--- src/hw/memmap_pkg.sv ---
/*
  Package for the data-memory map and code-option block: register
  offsets, code-option encodings, reset values and the carrier structs.
  Assumes one 8-bit core data bus with one-cycle read latency.
*/
package memmap_pkg;

  localparam logic [7:0] SYSREG_BASE      = 8'h80;
  localparam logic [7:0] DISP_LAST        = 8'h1F;
  localparam logic [3:0] BANK_DISPLAY     = 4'hF;
  localparam int         GP_BYTES         = 128;
  localparam int         DISP_BYTES       = 32;

  localparam logic [7:0] OFF_PTR_LOW      = 8'h80;
  localparam logic [7:0] OFF_PTR_HIGH     = 8'h81;
  localparam logic [7:0] OFF_LOOKUP_BUF   = 8'h82;
  localparam logic [7:0] OFF_LOOKUP_LOW   = 8'h83;
  localparam logic [7:0] OFF_LOOKUP_MID   = 8'h84;
  localparam logic [7:0] OFF_PAGE_FLAGS   = 8'h86;
  localparam logic [7:0] OFF_BANK_SEL     = 8'h87;
  localparam logic [7:0] OFF_EDGE_SEL     = 8'hBF;
  localparam logic [7:0] OFF_P1_WAKE      = 8'hC0;
  localparam logic [7:0] OFF_WDOG_CLEAR   = 8'hCC;
  localparam logic [7:0] OFF_T0_RELOAD    = 8'hCD;
  localparam logic [7:0] OFF_STACK_PTR    = 8'hDF;
  localparam logic [7:0] OFF_WIN_A        = 8'hE6;
  localparam logic [7:0] OFF_WIN_B        = 8'hE7;
  localparam logic [7:0] OFF_STACK_BASE   = 8'hF0;
  localparam int         STACK_LEVELS     = 8;

  localparam int         FLAG_LOW_MID_BIT = 4;
  localparam int         FLAG_LOW_HI_BIT  = 5;
  localparam logic [7:0] BANK_SEL_MASK    = 8'h0F;
  localparam logic [7:0] WDOG_CLEAR_KEY   = 8'h5A;
  localparam logic [7:0] RESET_BYTE       = 8'h00;
  localparam logic [7:0] WDOG_LIMIT       = 8'hFF;

  typedef enum logic [1:0] {OSC_RC, OSC_XTAL_HI, OSC_XTAL_STD} hiclk_opt_type;
  typedef enum logic [1:0] {WD_ALWAYS, WD_ENABLE, WD_DISABLE} wdog_opt_type;
  typedef enum logic [1:0] {DIV_1, DIV_2, DIV_4, DIV_8} div_opt_type;
  typedef enum logic [1:0] {LV_LOW, LV_MID, LV_HIGH} lvl_opt_type;

  typedef struct packed {
    hiclk_opt_type hiclk;
    wdog_opt_type  wdog;
    div_opt_type   div;
    logic          filter_on;
    logic          reset_pin_is_reset;
    logic          secure;
    lvl_opt_type   lvl;
  } options_type;

  typedef struct packed {
    logic [7:0] addr;
    logic [7:0] wdata;
    logic       wr;
    logic       rd;
  } bus_req_type;

  localparam logic [2:0] DIV_CNT_ZERO = 3'h0;

endpackage : memmap_pkg

--- src/hw/memmap_bank.sv ---
/*
  Data-memory map, system registers and code-option decode of a small
  8-bit core. Assumes the core drives a plain bus synchronous to CLOCK,
  code options are static straps, supply comparators arrive synchronous.
*/
`timescale 1ns/1ps

// Summary of operation
// - bank 0: 00h-7Fh general RAM, 80h-FFh system registers
// - bank 15 bytes 00h-1Fh are display segment memory
// - RC oscillator option frees crystal output pin as port 1 bit 2
// - always-on watchdog keeps counting in power-down and green modes
// - enabled watchdog is held cleared in low-power modes; disabled never acts
// - high-clock instruction cycle is oscillator divided by 1, 2, 4 or 8
// - noise filter on requires divider of 4 or more
// - divider only in high-clock mode; slow mode divides by four
// - reset pin option: external reset or input-only port 0 bit 2
// - security option blocks program ROM readout
// - lowest level resets below 2.0 V, no indicator flag
// - middle level resets below 2.0 V, flags supply below 2.4 V
// - highest level resets below 2.4 V, flags supply below 3.6 V
// - first indirect window accesses RAM at high/low pointer
// - second indirect window uses lookup pair, which also feeds ROM
// - eight stack levels of low and high bytes plus stack pointer
// - timer-0 reload buffer holds the auto-reload value
// - edge select register picks port 0 bit 0 active edge
// - port-1 wakeup register selects wake-capable pins
// - bank select register picks active data bank
module memmap_bank
  import memmap_pkg::*;
(
  input  wire logic        CLOCK,
  input  wire logic        RESET_N,
  input  wire bus_req_type BUS,
  input  wire options_type OPTIONS,
  input  wire logic        SLOW_MODE,
  input  wire logic        LOW_POWER,
  input  wire logic        HOSC_TICK,
  input  wire logic        LOSC_TICK,
  input  wire logic        SUPPLY_BELOW_2V0,
  input  wire logic        SUPPLY_BELOW_2V4,
  input  wire logic        SUPPLY_BELOW_3V6,
  input  wire logic        ROM_READ_REQ,
  output logic [7:0]       RDATA,
  output logic             CPU_TICK,
  output logic             CRYSTAL_OUTPUT_PIN_IS_GPIO,
  output logic             RESET_PIN_IS_GPIO,
  output logic             ROM_READ_BLOCK,
  output logic             LV_RESET,
  output logic             WDOG_TIMEOUT,
  output logic             OPTION_ERROR,
  output logic [15:0]      ROM_LOOKUP_ADDR,
  output logic [7:0]       T0_RELOAD,
  output logic [7:0]       EDGE_SELECT,
  output logic [7:0]       P1_WAKE_MASK
);

  logic [7:0] gp_ram_r   [GP_BYTES];
  logic [7:0] disp_ram_r [DISP_BYTES];
  logic [7:0] stack_r    [2*STACK_LEVELS];
  logic [7:0] ptr_low_r;
  logic [7:0] ptr_high_r;
  logic [7:0] lk_buf_r;
  logic [7:0] lk_low_r;
  logic [7:0] lk_mid_r;
  logic [7:0] flags_r;
  logic [7:0] bank_r;
  logic [7:0] reload_r;
  logic [7:0] edge_r;
  logic [7:0] wake_r;
  logic [7:0] sp_r;
  logic [7:0] ptr_low_nxt;
  logic [7:0] ptr_high_nxt;
  logic [7:0] lk_buf_nxt;
  logic [7:0] lk_low_nxt;
  logic [7:0] lk_mid_nxt;
  logic [7:0] flags_nxt;
  logic [7:0] bank_nxt;
  logic [7:0] reload_nxt;
  logic [7:0] edge_nxt;
  logic [7:0] wake_nxt;
  logic [7:0] sp_nxt;
  logic [7:0] rdata_nxt;
  logic [7:0] wdog_cnt_r;
  logic [7:0] wdog_cnt_nxt;
  logic [2:0] div_cnt_r;
  logic [2:0] div_cnt_nxt;
  logic       tick_nxt;
  logic       wdog_nxt;
  logic       lvr_nxt;
  logic       err_nxt;
  logic       rom_blk_nxt;
  logic       crystal_output_pin_nxt;
  logic       rpin_nxt;
  logic [7:0] eff_addr;
  logic [3:0] eff_bank;
  logic       wdog_run;
  logic       wdog_clr;
  logic       src_tick;
  logic       wr_gp;
  logic       wr_disp;
  logic       wr_stack;
  logic [2:0] div_mask;

  // indirect windows redirect to the RAM byte named by the pointer pair (window A) or the lookup pair (window B)
  always_comb begin
    eff_addr = BUS.addr;
    eff_bank = bank_r[3:0];
    if (BUS.addr == OFF_WIN_A) begin
      eff_addr = ptr_low_r;
      eff_bank = ptr_high_r[3:0];
    end else if (BUS.addr == OFF_WIN_B) begin
      eff_addr = lk_low_r;
      eff_bank = lk_mid_r[3:0];
    end
  end

  // registers write path
  always_comb begin
    ptr_low_nxt  = ptr_low_r;
    ptr_high_nxt = ptr_high_r;
    lk_buf_nxt   = lk_buf_r;
    lk_low_nxt   = lk_low_r;
    lk_mid_nxt   = lk_mid_r;
    bank_nxt     = bank_r;
    reload_nxt   = reload_r;
    edge_nxt     = edge_r;
    wake_nxt     = wake_r;
    sp_nxt       = sp_r;
    flags_nxt    = flags_r;
    if (BUS.wr) begin
      case (BUS.addr)
        OFF_PTR_LOW:    ptr_low_nxt  = BUS.wdata;
        OFF_PTR_HIGH:   ptr_high_nxt = BUS.wdata;
        OFF_LOOKUP_BUF: lk_buf_nxt   = BUS.wdata;
        OFF_LOOKUP_LOW: lk_low_nxt   = BUS.wdata;
        OFF_LOOKUP_MID: lk_mid_nxt   = BUS.wdata;
        OFF_PAGE_FLAGS: flags_nxt    = BUS.wdata;
        OFF_BANK_SEL:   bank_nxt     = BUS.wdata & BANK_SEL_MASK;
        OFF_T0_RELOAD:  reload_nxt   = BUS.wdata;
        OFF_EDGE_SEL:   edge_nxt     = BUS.wdata;
        OFF_P1_WAKE:    wake_nxt     = BUS.wdata;
        OFF_STACK_PTR:  sp_nxt       = BUS.wdata;
        default:        ;
      endcase
    end
    // supply flags are hardware driven; software writes cannot hold them
    flags_nxt[FLAG_LOW_MID_BIT] = (OPTIONS.lvl == LV_MID) && SUPPLY_BELOW_2V4;
    flags_nxt[FLAG_LOW_HI_BIT]  = (OPTIONS.lvl == LV_HIGH) && SUPPLY_BELOW_3V6;
  end

  // memories: general RAM, display RAM, stack rows
  // one shared decode; ram targets win over the stack rows
  always_comb begin
    wr_disp  = BUS.wr && eff_bank == BANK_DISPLAY && eff_addr <= DISP_LAST;
    wr_gp    = BUS.wr && eff_bank == 4'h0 && eff_addr < SYSREG_BASE;
    wr_stack = BUS.wr && !wr_disp && !wr_gp && BUS.addr >= OFF_STACK_BASE;
  end

  for (genvar g = 0; g < GP_BYTES; g++) begin : g_gp_ram
    logic [7:0] byte_nxt;
    always_comb begin
      byte_nxt = gp_ram_r[g];
      if (wr_gp && eff_addr[6:0] == 7'(g)) byte_nxt = BUS.wdata;
    end
    always_ff @(posedge CLOCK or negedge RESET_N) begin
      if (!RESET_N) begin
        gp_ram_r[g] <= RESET_BYTE;
      end else begin
        gp_ram_r[g] <= byte_nxt;
      end
    end
  end : g_gp_ram

  for (genvar g = 0; g < DISP_BYTES; g++) begin : g_disp_ram
    logic [7:0] byte_nxt;
    always_comb begin
      byte_nxt = disp_ram_r[g];
      if (wr_disp && eff_addr[4:0] == 5'(g)) byte_nxt = BUS.wdata;
    end
    always_ff @(posedge CLOCK or negedge RESET_N) begin
      if (!RESET_N) begin
        disp_ram_r[g] <= RESET_BYTE;
      end else begin
        disp_ram_r[g] <= byte_nxt;
      end
    end
  end : g_disp_ram

  for (genvar g = 0; g < 2*STACK_LEVELS; g++) begin : g_stack
    logic [7:0] byte_nxt;
    always_comb begin
      byte_nxt = stack_r[g];
      if (wr_stack && BUS.addr[3:0] == 4'(g)) byte_nxt = BUS.wdata;
    end
    always_ff @(posedge CLOCK or negedge RESET_N) begin
      if (!RESET_N) begin
        stack_r[g] <= RESET_BYTE;
      end else begin
        stack_r[g] <= byte_nxt;
      end
    end
  end : g_stack

  // read path, one cycle latency
  always_comb begin
    rdata_nxt = RESET_BYTE;
    if (BUS.rd) begin
      if (eff_bank == BANK_DISPLAY && eff_addr <= DISP_LAST) begin
        rdata_nxt = disp_ram_r[eff_addr[4:0]];
      end else if (eff_bank == 4'h0 && eff_addr < SYSREG_BASE) begin
        rdata_nxt = gp_ram_r[eff_addr[6:0]];
      end else if (BUS.addr >= OFF_STACK_BASE) begin
        rdata_nxt = stack_r[BUS.addr[3:0]];
      end else begin
        case (BUS.addr)
          OFF_PTR_LOW:    rdata_nxt = ptr_low_r;
          OFF_PTR_HIGH:   rdata_nxt = ptr_high_r;
          OFF_LOOKUP_BUF: rdata_nxt = lk_buf_r;
          OFF_LOOKUP_LOW: rdata_nxt = lk_low_r;
          OFF_LOOKUP_MID: rdata_nxt = lk_mid_r;
          OFF_PAGE_FLAGS: rdata_nxt = flags_r;
          OFF_BANK_SEL:   rdata_nxt = bank_r;
          OFF_T0_RELOAD:  rdata_nxt = reload_r;
          OFF_EDGE_SEL:   rdata_nxt = edge_r;
          OFF_P1_WAKE:    rdata_nxt = wake_r;
          OFF_STACK_PTR:  rdata_nxt = sp_r;
          default:        rdata_nxt = RESET_BYTE;
        endcase
      end
    end
  end

  // instruction clock divider; filter forces at least divide by four
  always_comb begin
    case (OPTIONS.div)
      DIV_1:   div_mask = 3'h0;
      DIV_2:   div_mask = 3'h1;
      DIV_4:   div_mask = 3'h3;
      DIV_8:   div_mask = 3'h7;
      default: div_mask = 3'h0;
    endcase
    err_nxt = OPTIONS.filter_on && (OPTIONS.div == DIV_1 || OPTIONS.div == DIV_2);
    if (OPTIONS.filter_on && div_mask < 3'h3) div_mask = 3'h3;
    if (SLOW_MODE) div_mask = 3'h3;
    src_tick    = SLOW_MODE ? LOSC_TICK : HOSC_TICK;
    div_cnt_nxt = div_cnt_r;
    tick_nxt    = 1'b0;
    if (src_tick) begin
      if ((div_cnt_r & div_mask) == div_mask) begin
        div_cnt_nxt = DIV_CNT_ZERO;
        tick_nxt    = 1'b1;
      end else begin
        div_cnt_nxt = div_cnt_r + 3'h1;
      end
    end
  end

  always_ff @(posedge CLOCK or negedge RESET_N) begin
    if (!RESET_N) begin
      div_cnt_r <= DIV_CNT_ZERO;
      CPU_TICK  <= 1'b0;
    end else begin
      div_cnt_r <= div_cnt_nxt;
      CPU_TICK  <= tick_nxt;
    end
  end

  // watchdog: simple counter, cleared by key write to its register
  always_comb begin
    wdog_clr = BUS.wr && BUS.addr == OFF_WDOG_CLEAR && BUS.wdata == WDOG_CLEAR_KEY;
    case (OPTIONS.wdog)
      WD_ALWAYS:  wdog_run = 1'b1;
      WD_ENABLE:  wdog_run = !LOW_POWER;
      WD_DISABLE: wdog_run = 1'b0;
      default:    wdog_run = 1'b0;
    endcase
    wdog_cnt_nxt = wdog_cnt_r;
    if (wdog_clr || !wdog_run) wdog_cnt_nxt = RESET_BYTE;
    else if (tick_nxt && wdog_cnt_r != WDOG_LIMIT) wdog_cnt_nxt = wdog_cnt_r + 8'h01;
    wdog_nxt    = wdog_run && wdog_cnt_r == WDOG_LIMIT;
    lvr_nxt     = (OPTIONS.lvl == LV_HIGH) ? SUPPLY_BELOW_2V4 : SUPPLY_BELOW_2V0;
    rom_blk_nxt = OPTIONS.secure && ROM_READ_REQ;
  end

  always_ff @(posedge CLOCK or negedge RESET_N) begin
    if (!RESET_N) begin
      wdog_cnt_r   <= RESET_BYTE;
      WDOG_TIMEOUT <= 1'b0;
    end else begin
      wdog_cnt_r   <= wdog_cnt_nxt;
      WDOG_TIMEOUT <= wdog_nxt;
    end
  end

  // straps decoded here, flopped below, so the pins never glitch
  always_comb begin
    crystal_output_pin_nxt = OPTIONS.hiclk == OSC_RC;
    rpin_nxt = !OPTIONS.reset_pin_is_reset;
  end

  always_ff @(posedge CLOCK or negedge RESET_N) begin
    if (!RESET_N) begin
      ptr_low_r  <= RESET_BYTE;
      ptr_high_r <= RESET_BYTE;
      lk_buf_r   <= RESET_BYTE;
      lk_low_r   <= RESET_BYTE;
      lk_mid_r   <= RESET_BYTE;
      flags_r    <= RESET_BYTE;
      bank_r     <= RESET_BYTE;
      reload_r   <= RESET_BYTE;
      edge_r     <= RESET_BYTE;
      wake_r     <= RESET_BYTE;
      sp_r       <= RESET_BYTE;
      RDATA      <= RESET_BYTE;
      LV_RESET   <= 1'b0;
      OPTION_ERROR <= 1'b0;
      ROM_READ_BLOCK <= 1'b0;
      CRYSTAL_OUTPUT_PIN_IS_GPIO <= 1'b0;
      RESET_PIN_IS_GPIO <= 1'b0;
      ROM_LOOKUP_ADDR <= 16'h0000;
      T0_RELOAD  <= RESET_BYTE;
      EDGE_SELECT <= RESET_BYTE;
      P1_WAKE_MASK <= RESET_BYTE;
    end else begin
      ptr_low_r  <= ptr_low_nxt;
      ptr_high_r <= ptr_high_nxt;
      lk_buf_r   <= lk_buf_nxt;
      lk_low_r   <= lk_low_nxt;
      lk_mid_r   <= lk_mid_nxt;
      flags_r    <= flags_nxt;
      bank_r     <= bank_nxt;
      reload_r   <= reload_nxt;
      edge_r     <= edge_nxt;
      wake_r     <= wake_nxt;
      sp_r       <= sp_nxt;
      RDATA      <= rdata_nxt;
      LV_RESET   <= lvr_nxt;
      OPTION_ERROR <= err_nxt;
      ROM_READ_BLOCK <= rom_blk_nxt;
      CRYSTAL_OUTPUT_PIN_IS_GPIO <= crystal_output_pin_nxt;
      RESET_PIN_IS_GPIO <= rpin_nxt;
      ROM_LOOKUP_ADDR <= {lk_mid_nxt, lk_low_nxt};
      T0_RELOAD  <= reload_nxt;
      EDGE_SELECT <= edge_nxt;
      P1_WAKE_MASK <= wake_nxt;
    end
  end

endmodule : memmap_bank

--- config.mk ---
export PLATFORM = sky130hd
export DESIGN_NAME = memmap_bank
export DESIGN_NICKNAME = d
export VERILOG_FILES = /design/src/hw/memmap_pkg.sv /design/src/hw/memmap_bank.sv
export SDC_FILE = /design/constraint.sdc
export NUM_CORES = 2
export LEC_CHECK = 0
export BUFFER_PORTS_ARGS = -buffer_cell sky130_fd_sc_hd__buf_4
export CORE_ASPECT_RATIO = 0.9
export CORE_MARGIN = 3
export CORE_UTILIZATION = 35
export DETAILED_ROUTE_END_ITERATION = 8
export PLACE_DENSITY = 0.59
export REMOVE_ABC_BUFFERS = 1
export SLEW_MARGIN = 20
export SYNTH_ARGS = -nofsm -noshare
export SYNTH_HDL_FRONTEND = slang
export SYNTH_SLANG_ARGS = --single-unit
--- constraint.sdc ---
create_clock -name CLOCK -period 3.6 [get_ports CLOCK]
set_input_delay 0.18 -clock CLOCK [delete_from_list [all_inputs] [get_ports CLOCK]]
set_output_delay 0.18 -clock CLOCK [all_outputs]
set_load 0.01 [all_outputs]
# Word level (Yosys, flattened, before mapping)
# Cells that the tools add are included.
[word_totals] mem_bits_ro=0 latch_bits=0 memories=0 register_bits=1534 ramBits=0 out_inout_bits=55
[op_classes] div=0 magnitude_cmp=7 addsub=2 n_eq_ne=198 bitwise_logic=4 shift=0 n_reduce_logical=218 n_mux=33 multipliers=0
[op_table] op="7-bit == test (second input constant)" n=64
[op_table] op="7-bit by 6-bit == test with 1-bit output (second input constant)" n=32
[op_table] op="1-bit logical AND" n=194
[op_table] op="8-bit two-way mux" n=18
[op_table] op="8-bit == test (second input constant)" n=15
[op_table] op="7-bit by 5-bit == test with 1-bit output (second input constant)" n=16
[op_table] op="8-bit one-hot mux with 11 select lines" n=1
[op_table] op="5-bit == test (second input constant)" n=16
[op_table] op="8-bit binary-select mux with 7-bit select" n=1
[op_table] op="7-bit by 4-bit == test with 1-bit output (second input constant)" n=8
[op_table] op="8-bit binary-select mux with 5-bit select" n=1
[op_table] op="5-bit by 4-bit == test with 1-bit output (second input constant)" n=8
[op_table] op="4-bit == test (second input constant)" n=9
[op_table] op="8-bit binary-select mux with 4-bit select" n=1
[op_table] op="7-bit by 3-bit == test with 1-bit output (second input constant)" n=4
[op_table] op="5-bit by 3-bit == test with 1-bit output (second input constant)" n=4
[op_table] op="2-bit AND reduction" n=9
[op_table] op="4-bit by 3-bit == test with 1-bit output (second input constant)" n=4
[op_table] op="8-bit >= comparator (second input constant)" n=2
[op_table] op="7-bit by 2-bit == test with 1-bit output (second input constant)" n=2
[op_table] op="3-bit one-hot mux with 4 select lines" n=1
[op_table] op="5-bit by 2-bit == test with 1-bit output (second input constant)" n=2
[op_table] op="3-bit two-way mux" n=3
[op_table] op="8-bit by 1-bit adder with 8-bit output (second input constant)" n=1
[op_table] op="29 further kinds" n=46

# Logic depth before layout (Yosys ltp)
[logic_depth] word_depth=13 ltp_mapped=17

# Worst setup path after synthesis
# Ideal clock, no wire load.
[synth_path] kind="input port to flip-flop" startpoint="input BUS[14] (netlist bit)" endpoint="register RDATA[6]" arrival_ns=2.846 required_time_ns=3.480 path_slack_ns=0.634 stages=13 cell_sequence="buf_2 and4b_1 nand4_1 nand2_4 buf_6 buf_4 buf_2 mux4_2 a221oi_1 o21ai_0 o2111ai_1 nand3_1 and3_1"
[synth_between] elab_chain_len=10
[synth_rtl] element="start, declared" line_no="memmap_bank.sv:34" rtl="input wire bus_req_type BUS,"
[synth_rtl] element="8-bit == test" line_no="memmap_bank.sv:112" rtl="end else if (BUS.addr == OFF_WIN_B) begin"
[synth_rtl] element="8-bit two-way mux" line_no="memmap_bank.sv:112"
[synth_rtl] element="8-bit two-way mux" line_no="memmap_bank.sv:109" rtl="if (BUS.addr == OFF_WIN_A) begin"
[synth_rtl] element="7-bit inverter with 8-bit output (implied by the code)" line_no="memmap_bank.sv:212" rtl="rdata_nxt = gp_ram_r[eff_addr[6:0]];"
[synth_rtl] element="8-bit binary-select mux with 7-bit select" line_no="memmap_bank.sv:212"
[synth_rtl] element="8-bit two-way mux (implied by the code) (2 in a row)" line_no="memmap_bank.sv:212"
[synth_rtl] element="8-bit two-way mux" line_no="memmap_bank.sv:211" rtl="end else if (eff_bank == 4'h0 && eff_addr < SYSREG_BASE) begin"
[synth_rtl] element="8-bit two-way mux (*)" line_no="memmap_bank.sv:209" rtl="if (eff_bank == BANK_DISPLAY && eff_addr <= DISP_LAST) begin"
[synth_rtl] element="8-bit two-way mux (*)" line_no="memmap_bank.sv:208" rtl="if (BUS.rd) begin"
[synth_rtl] element="net rdata_nxt[6]" line_no="memmap_bank.sv:83" rtl="logic [7:0] rdata_nxt;"
[synth_rtl] element="end signal, assigned" line_no="memmap_bank.sv:337" rtl="RDATA <= rdata_nxt;"
[synth_rtl] element="end, declared" line_no="memmap_bank.sv:44" rtl="output logic [7:0] RDATA,"
# Mark *: on every way through the listed nets, which the timed path passes. The rest lies on a longest branch. The select of a mux whose other input is x is not followed.
# A chain may end at the register's enable or synchronous reset.

# Worst setup path in the final report
[layout_path] startpoint="register ptr_low_r[1]" endpoint="register RDATA[4]"
[layout_between] elab_chain_len=8
[layout_rtl] element="start, declared" line_no="memmap_bank.sv:61" rtl="logic [7:0] ptr_low_r;"
[layout_rtl] element="start signal, assigned" line_no="memmap_bank.sv:326" rtl="ptr_low_r <= ptr_low_nxt;"
[layout_rtl] element="8-bit two-way mux (*)" line_no="memmap_bank.sv:109"
[layout_rtl] element="7-bit inverter with 8-bit output (implied by the code)" line_no="memmap_bank.sv:212"
[layout_rtl] element="8-bit binary-select mux with 7-bit select" line_no="memmap_bank.sv:212"
[layout_rtl] element="8-bit two-way mux (implied by the code) (2 in a row)" line_no="memmap_bank.sv:212"
[layout_rtl] element="8-bit two-way mux" line_no="memmap_bank.sv:211"
[layout_rtl] element="8-bit two-way mux (*)" line_no="memmap_bank.sv:209"
[layout_rtl] element="8-bit two-way mux (*)" line_no="memmap_bank.sv:208"
[layout_rtl] element="net rdata_nxt[4]" line_no="memmap_bank.sv:83"
# Marked as above.

==> flow_summary.toml <==
[status]
status = "finished with violations"
violations = "negative setup slack"

[logic_synthesis]
async_flop_share = 1.00
ys_ff_latch = 1518
synth_edf_count = 0
synth_top_cell_by_area = "dfrtp_1"
ys_types = 86
yosysMostFrequentCell = "dfrtp_1"
synthTopCellsByArea = "dfrtp_1 54%, mux2_2 24%, mux4_2 6.4%"
ys.flop_type = "dfrtp_1"
yosysTopAreaCellShare = 0.540
yosysWarningCount = 0
synth_area_um2 = 70300
ys_seq_area_frac = 0.540
syn_avg_cell_area_um2 = 13.3
syn-instance-count = 5303
ys_top_cells_by_count = "1518 x dfrtp_1, 1479 x mux2_2, 743 x nand2_1"

[grt]
antenna_found_initial = 6
grt_max_degree = 167
gr-total-overflow = 0
grt_use_total = 0.218
grt_pass1_wl_um = 339000
grt_pass1_vias = 48900

[detailed_routing]
drc = 0
initialDrtViolationCount = 4304
wirelength_um = 227000
routedWlPerCell_um = 26.9
drt_first_pass_iters = 6
vias = 47700
via_per_inst = 5.64
ant_nets = 0

[worst_setup_path]
critPathMaxStageDelay_ns = 0.46
path_cells = "mux2_2 > o31a_4 > buf_12 > buf_12 > buf_4 > mux4_2 > a211oi_1 > buf_4 > o211ai_1 > o32a_1 > nand4_1 > a21oi_2"
critical_path_class = "register to register"
worst_setup_path_end_kind = "register"
crit_slowest_cell = "o211ai_1"
cp.arrival_ns = 4.34
cp.required_ns = 4.32
worstSetupStartpointType = "register"
crit_fanout = 11
reg2regPathDepth = 12

[sta]
max_freq_ghz = 0.277
final-setup-viol-count = 1
drv_slew = 0
whs_ns = 0.0410
slew_headroom = 0.255
hold_viol_final = 0
setup_slack_ns = -0.0137
final.setup.tns_ns = -0.0137
min_period_ns = 3.61
skew_ns = 0.0298
fin_crit_sh = 1.00
rsz0062_at_grt = "true"
tightestPinTransition_ns = 1.12

[cts]
clockBufferDepth = 3
cts_max_level = 4
cts_root_buffer = "clkbuf_16"
cts_tree = "built"
clk_latency_ns = 0.82
path_clk_slew_ns = 0.06
clock-sinks = 1518
numCtsBuffers = 154

[power]
leakagePower_nw = 39.7
p_per_area_nw_per_um2 = 467
peakVddDrop_v = 0.000505
total_power_mw = 38.9

[cells_and_area]
final_area_um2 = 83300
drive_gt1_frac = 0.451
layout.nets = 5705
num-fill-cells = 18500
seqCellArea_um2 = 38000
syn_to_final_growth_pct = 18.5
multi_input_area_um2 = 30800

[floorplan]
die_x_um = 478
start_util = 0.353
die_h_um = 431
ios = 94
die_area_um2 = 206000
rows = 155
coreArea_um2 = 199000

[placement]
io_buffers = 93
place_area_um2 = 77000
dp_hpwl_um = 151000
place_congestion = 0.914

[job]
cap_violations = 0

[min_path]
hold_depth = 2
hold_path_class = "input port to register"
state kept, by name, summed over array words and instances, names as in the netlist, 3 cells and up:
name / flops
RDATA: 8
ptr_high_r: 8
flags_r: 8
stack_r: 128
ptr_low_r: 8
EDGE_SELECT: 8
ROM_LOOKUP_ADDR: 16
bank_r: 4
div_cnt_r: 3
wdog_cnt_r: 8
P1_WAKE_MASK: 8
lk_buf_r: 8
sp_r: 8
gp_ram_r: 1024
T0_RELOAD: 8
disp_ram_r: 256
path summary, 6_finish.rpt:
check,startpoint,endpoint,slack [ns]
max in group asynchronous,RESET_N,gp_ram_r[154],2.45
setup reg to reg,ptr_low_r[1],RDATA[4],-0.01
hold / removal,BUS[7],gp_ram_r[533],0.04
hold reg to reg,gp_ram_r[95],gp_ram_r[95],0.49
setup / recovery,ptr_low_r[1],RDATA[4],-0.01
min in group asynchronous,RESET_N,gp_ram_r[577],0.16
report_power, final:
part	switching, mW	internal [mW]
Combinational	2.25	1.49
Clock	7.23	9.74
Sequential	0.403	17.8
timing repair:
item	CTS	global route
gates resized for setup	15	20
gates cloned	2	2
hold endpoints to repair	732	0
pin swaps	10	14
hold buffers	33	0
setup endpoints to repair	5	48
buffers inserted	13	26
per-stage QoR:
step / setup slack (ns) / util / cells
2_1_floorplan: -9.23 / - / 4916
3_3_place_gp: -0.612 / 0.387 / 8101
3_5_place_dp: -0.606 / 0.387 / 8101
4_1_cts: 0.00790 / 0.417 / 8428
5_1_grt: -0.0561 / 0.419 / 8456
6_report: -0.0137 / 0.419 / 8458
cell type report:
class                   count  area share
inverters                   7    0.000315
clock buffers             222      0.0541
repair buffers            592      0.0695
diodes                      2   0.0000600
clock inverters            57      0.0102
multi-input cells        3391       0.370
well taps                2669      0.0401
flip-flops and latches   1518       0.456
routing by layer:
metal	up-vias	GRT usage	wire (um)
met5	-	0	13
met4	2	0.0705	7220
met3	383	0.0558	19100
met2	1729	0.331	101000
met1	25400	0.306	99300
li1	20100	-	-
cell usage in the layout, fill, tap and decap left out, types with 7 or more instances in the layout:
cell type and count:
o22ai_1 14, o211ai_1 7, bufinv_16 13, mux4_2 199, clkinv_2 26, nor2_1 46, nand3_1 211, a32oi_1 33
and3_1 39, dfrtp_1 1516, nor3_1 21, mux2_1 16, nand4_1 46, a21oi_1 75, nand3_2 8, a221oi_1 28
mux2i_1 81, mux2_2 1479, clkbuf_1 29, a22oi_1 19, buf_12 85, a31oi_1 48, buf_6 9, buf_4 457
nor3_2 9, dlygate4sd3_1 32, nand2_1 743, a222oi_1 7, a311oi_1 21, nor4_4 8, o21ai_0 24, a211oi_1 8
clkbuf_8 38, a22o_1 12, or3_1 7, nand2_2 48, clkbuf_16 157, nor2_2 16
critical path: cells and delay by family (launching register included):
family,cells,cell delay [ns]
mux,2,0.59
simple gates,1,0.39
flops,1,0.41
buf+inv,4,0.66
compound gates,5,1.46
kinds of logic after synthesis:
| kind of cell | synth area share |
|---|---|
| buf+inv | 0.0249 |
| compound gates | 0.0379 |
| flops | 0.540 |
| xor+xnor | 0.000623 |
| fa+ha+maj | 0.000356 |
| mux | 0.315 |
| simple gates | 0.0813 |
(Power assumes the default switching activity.)
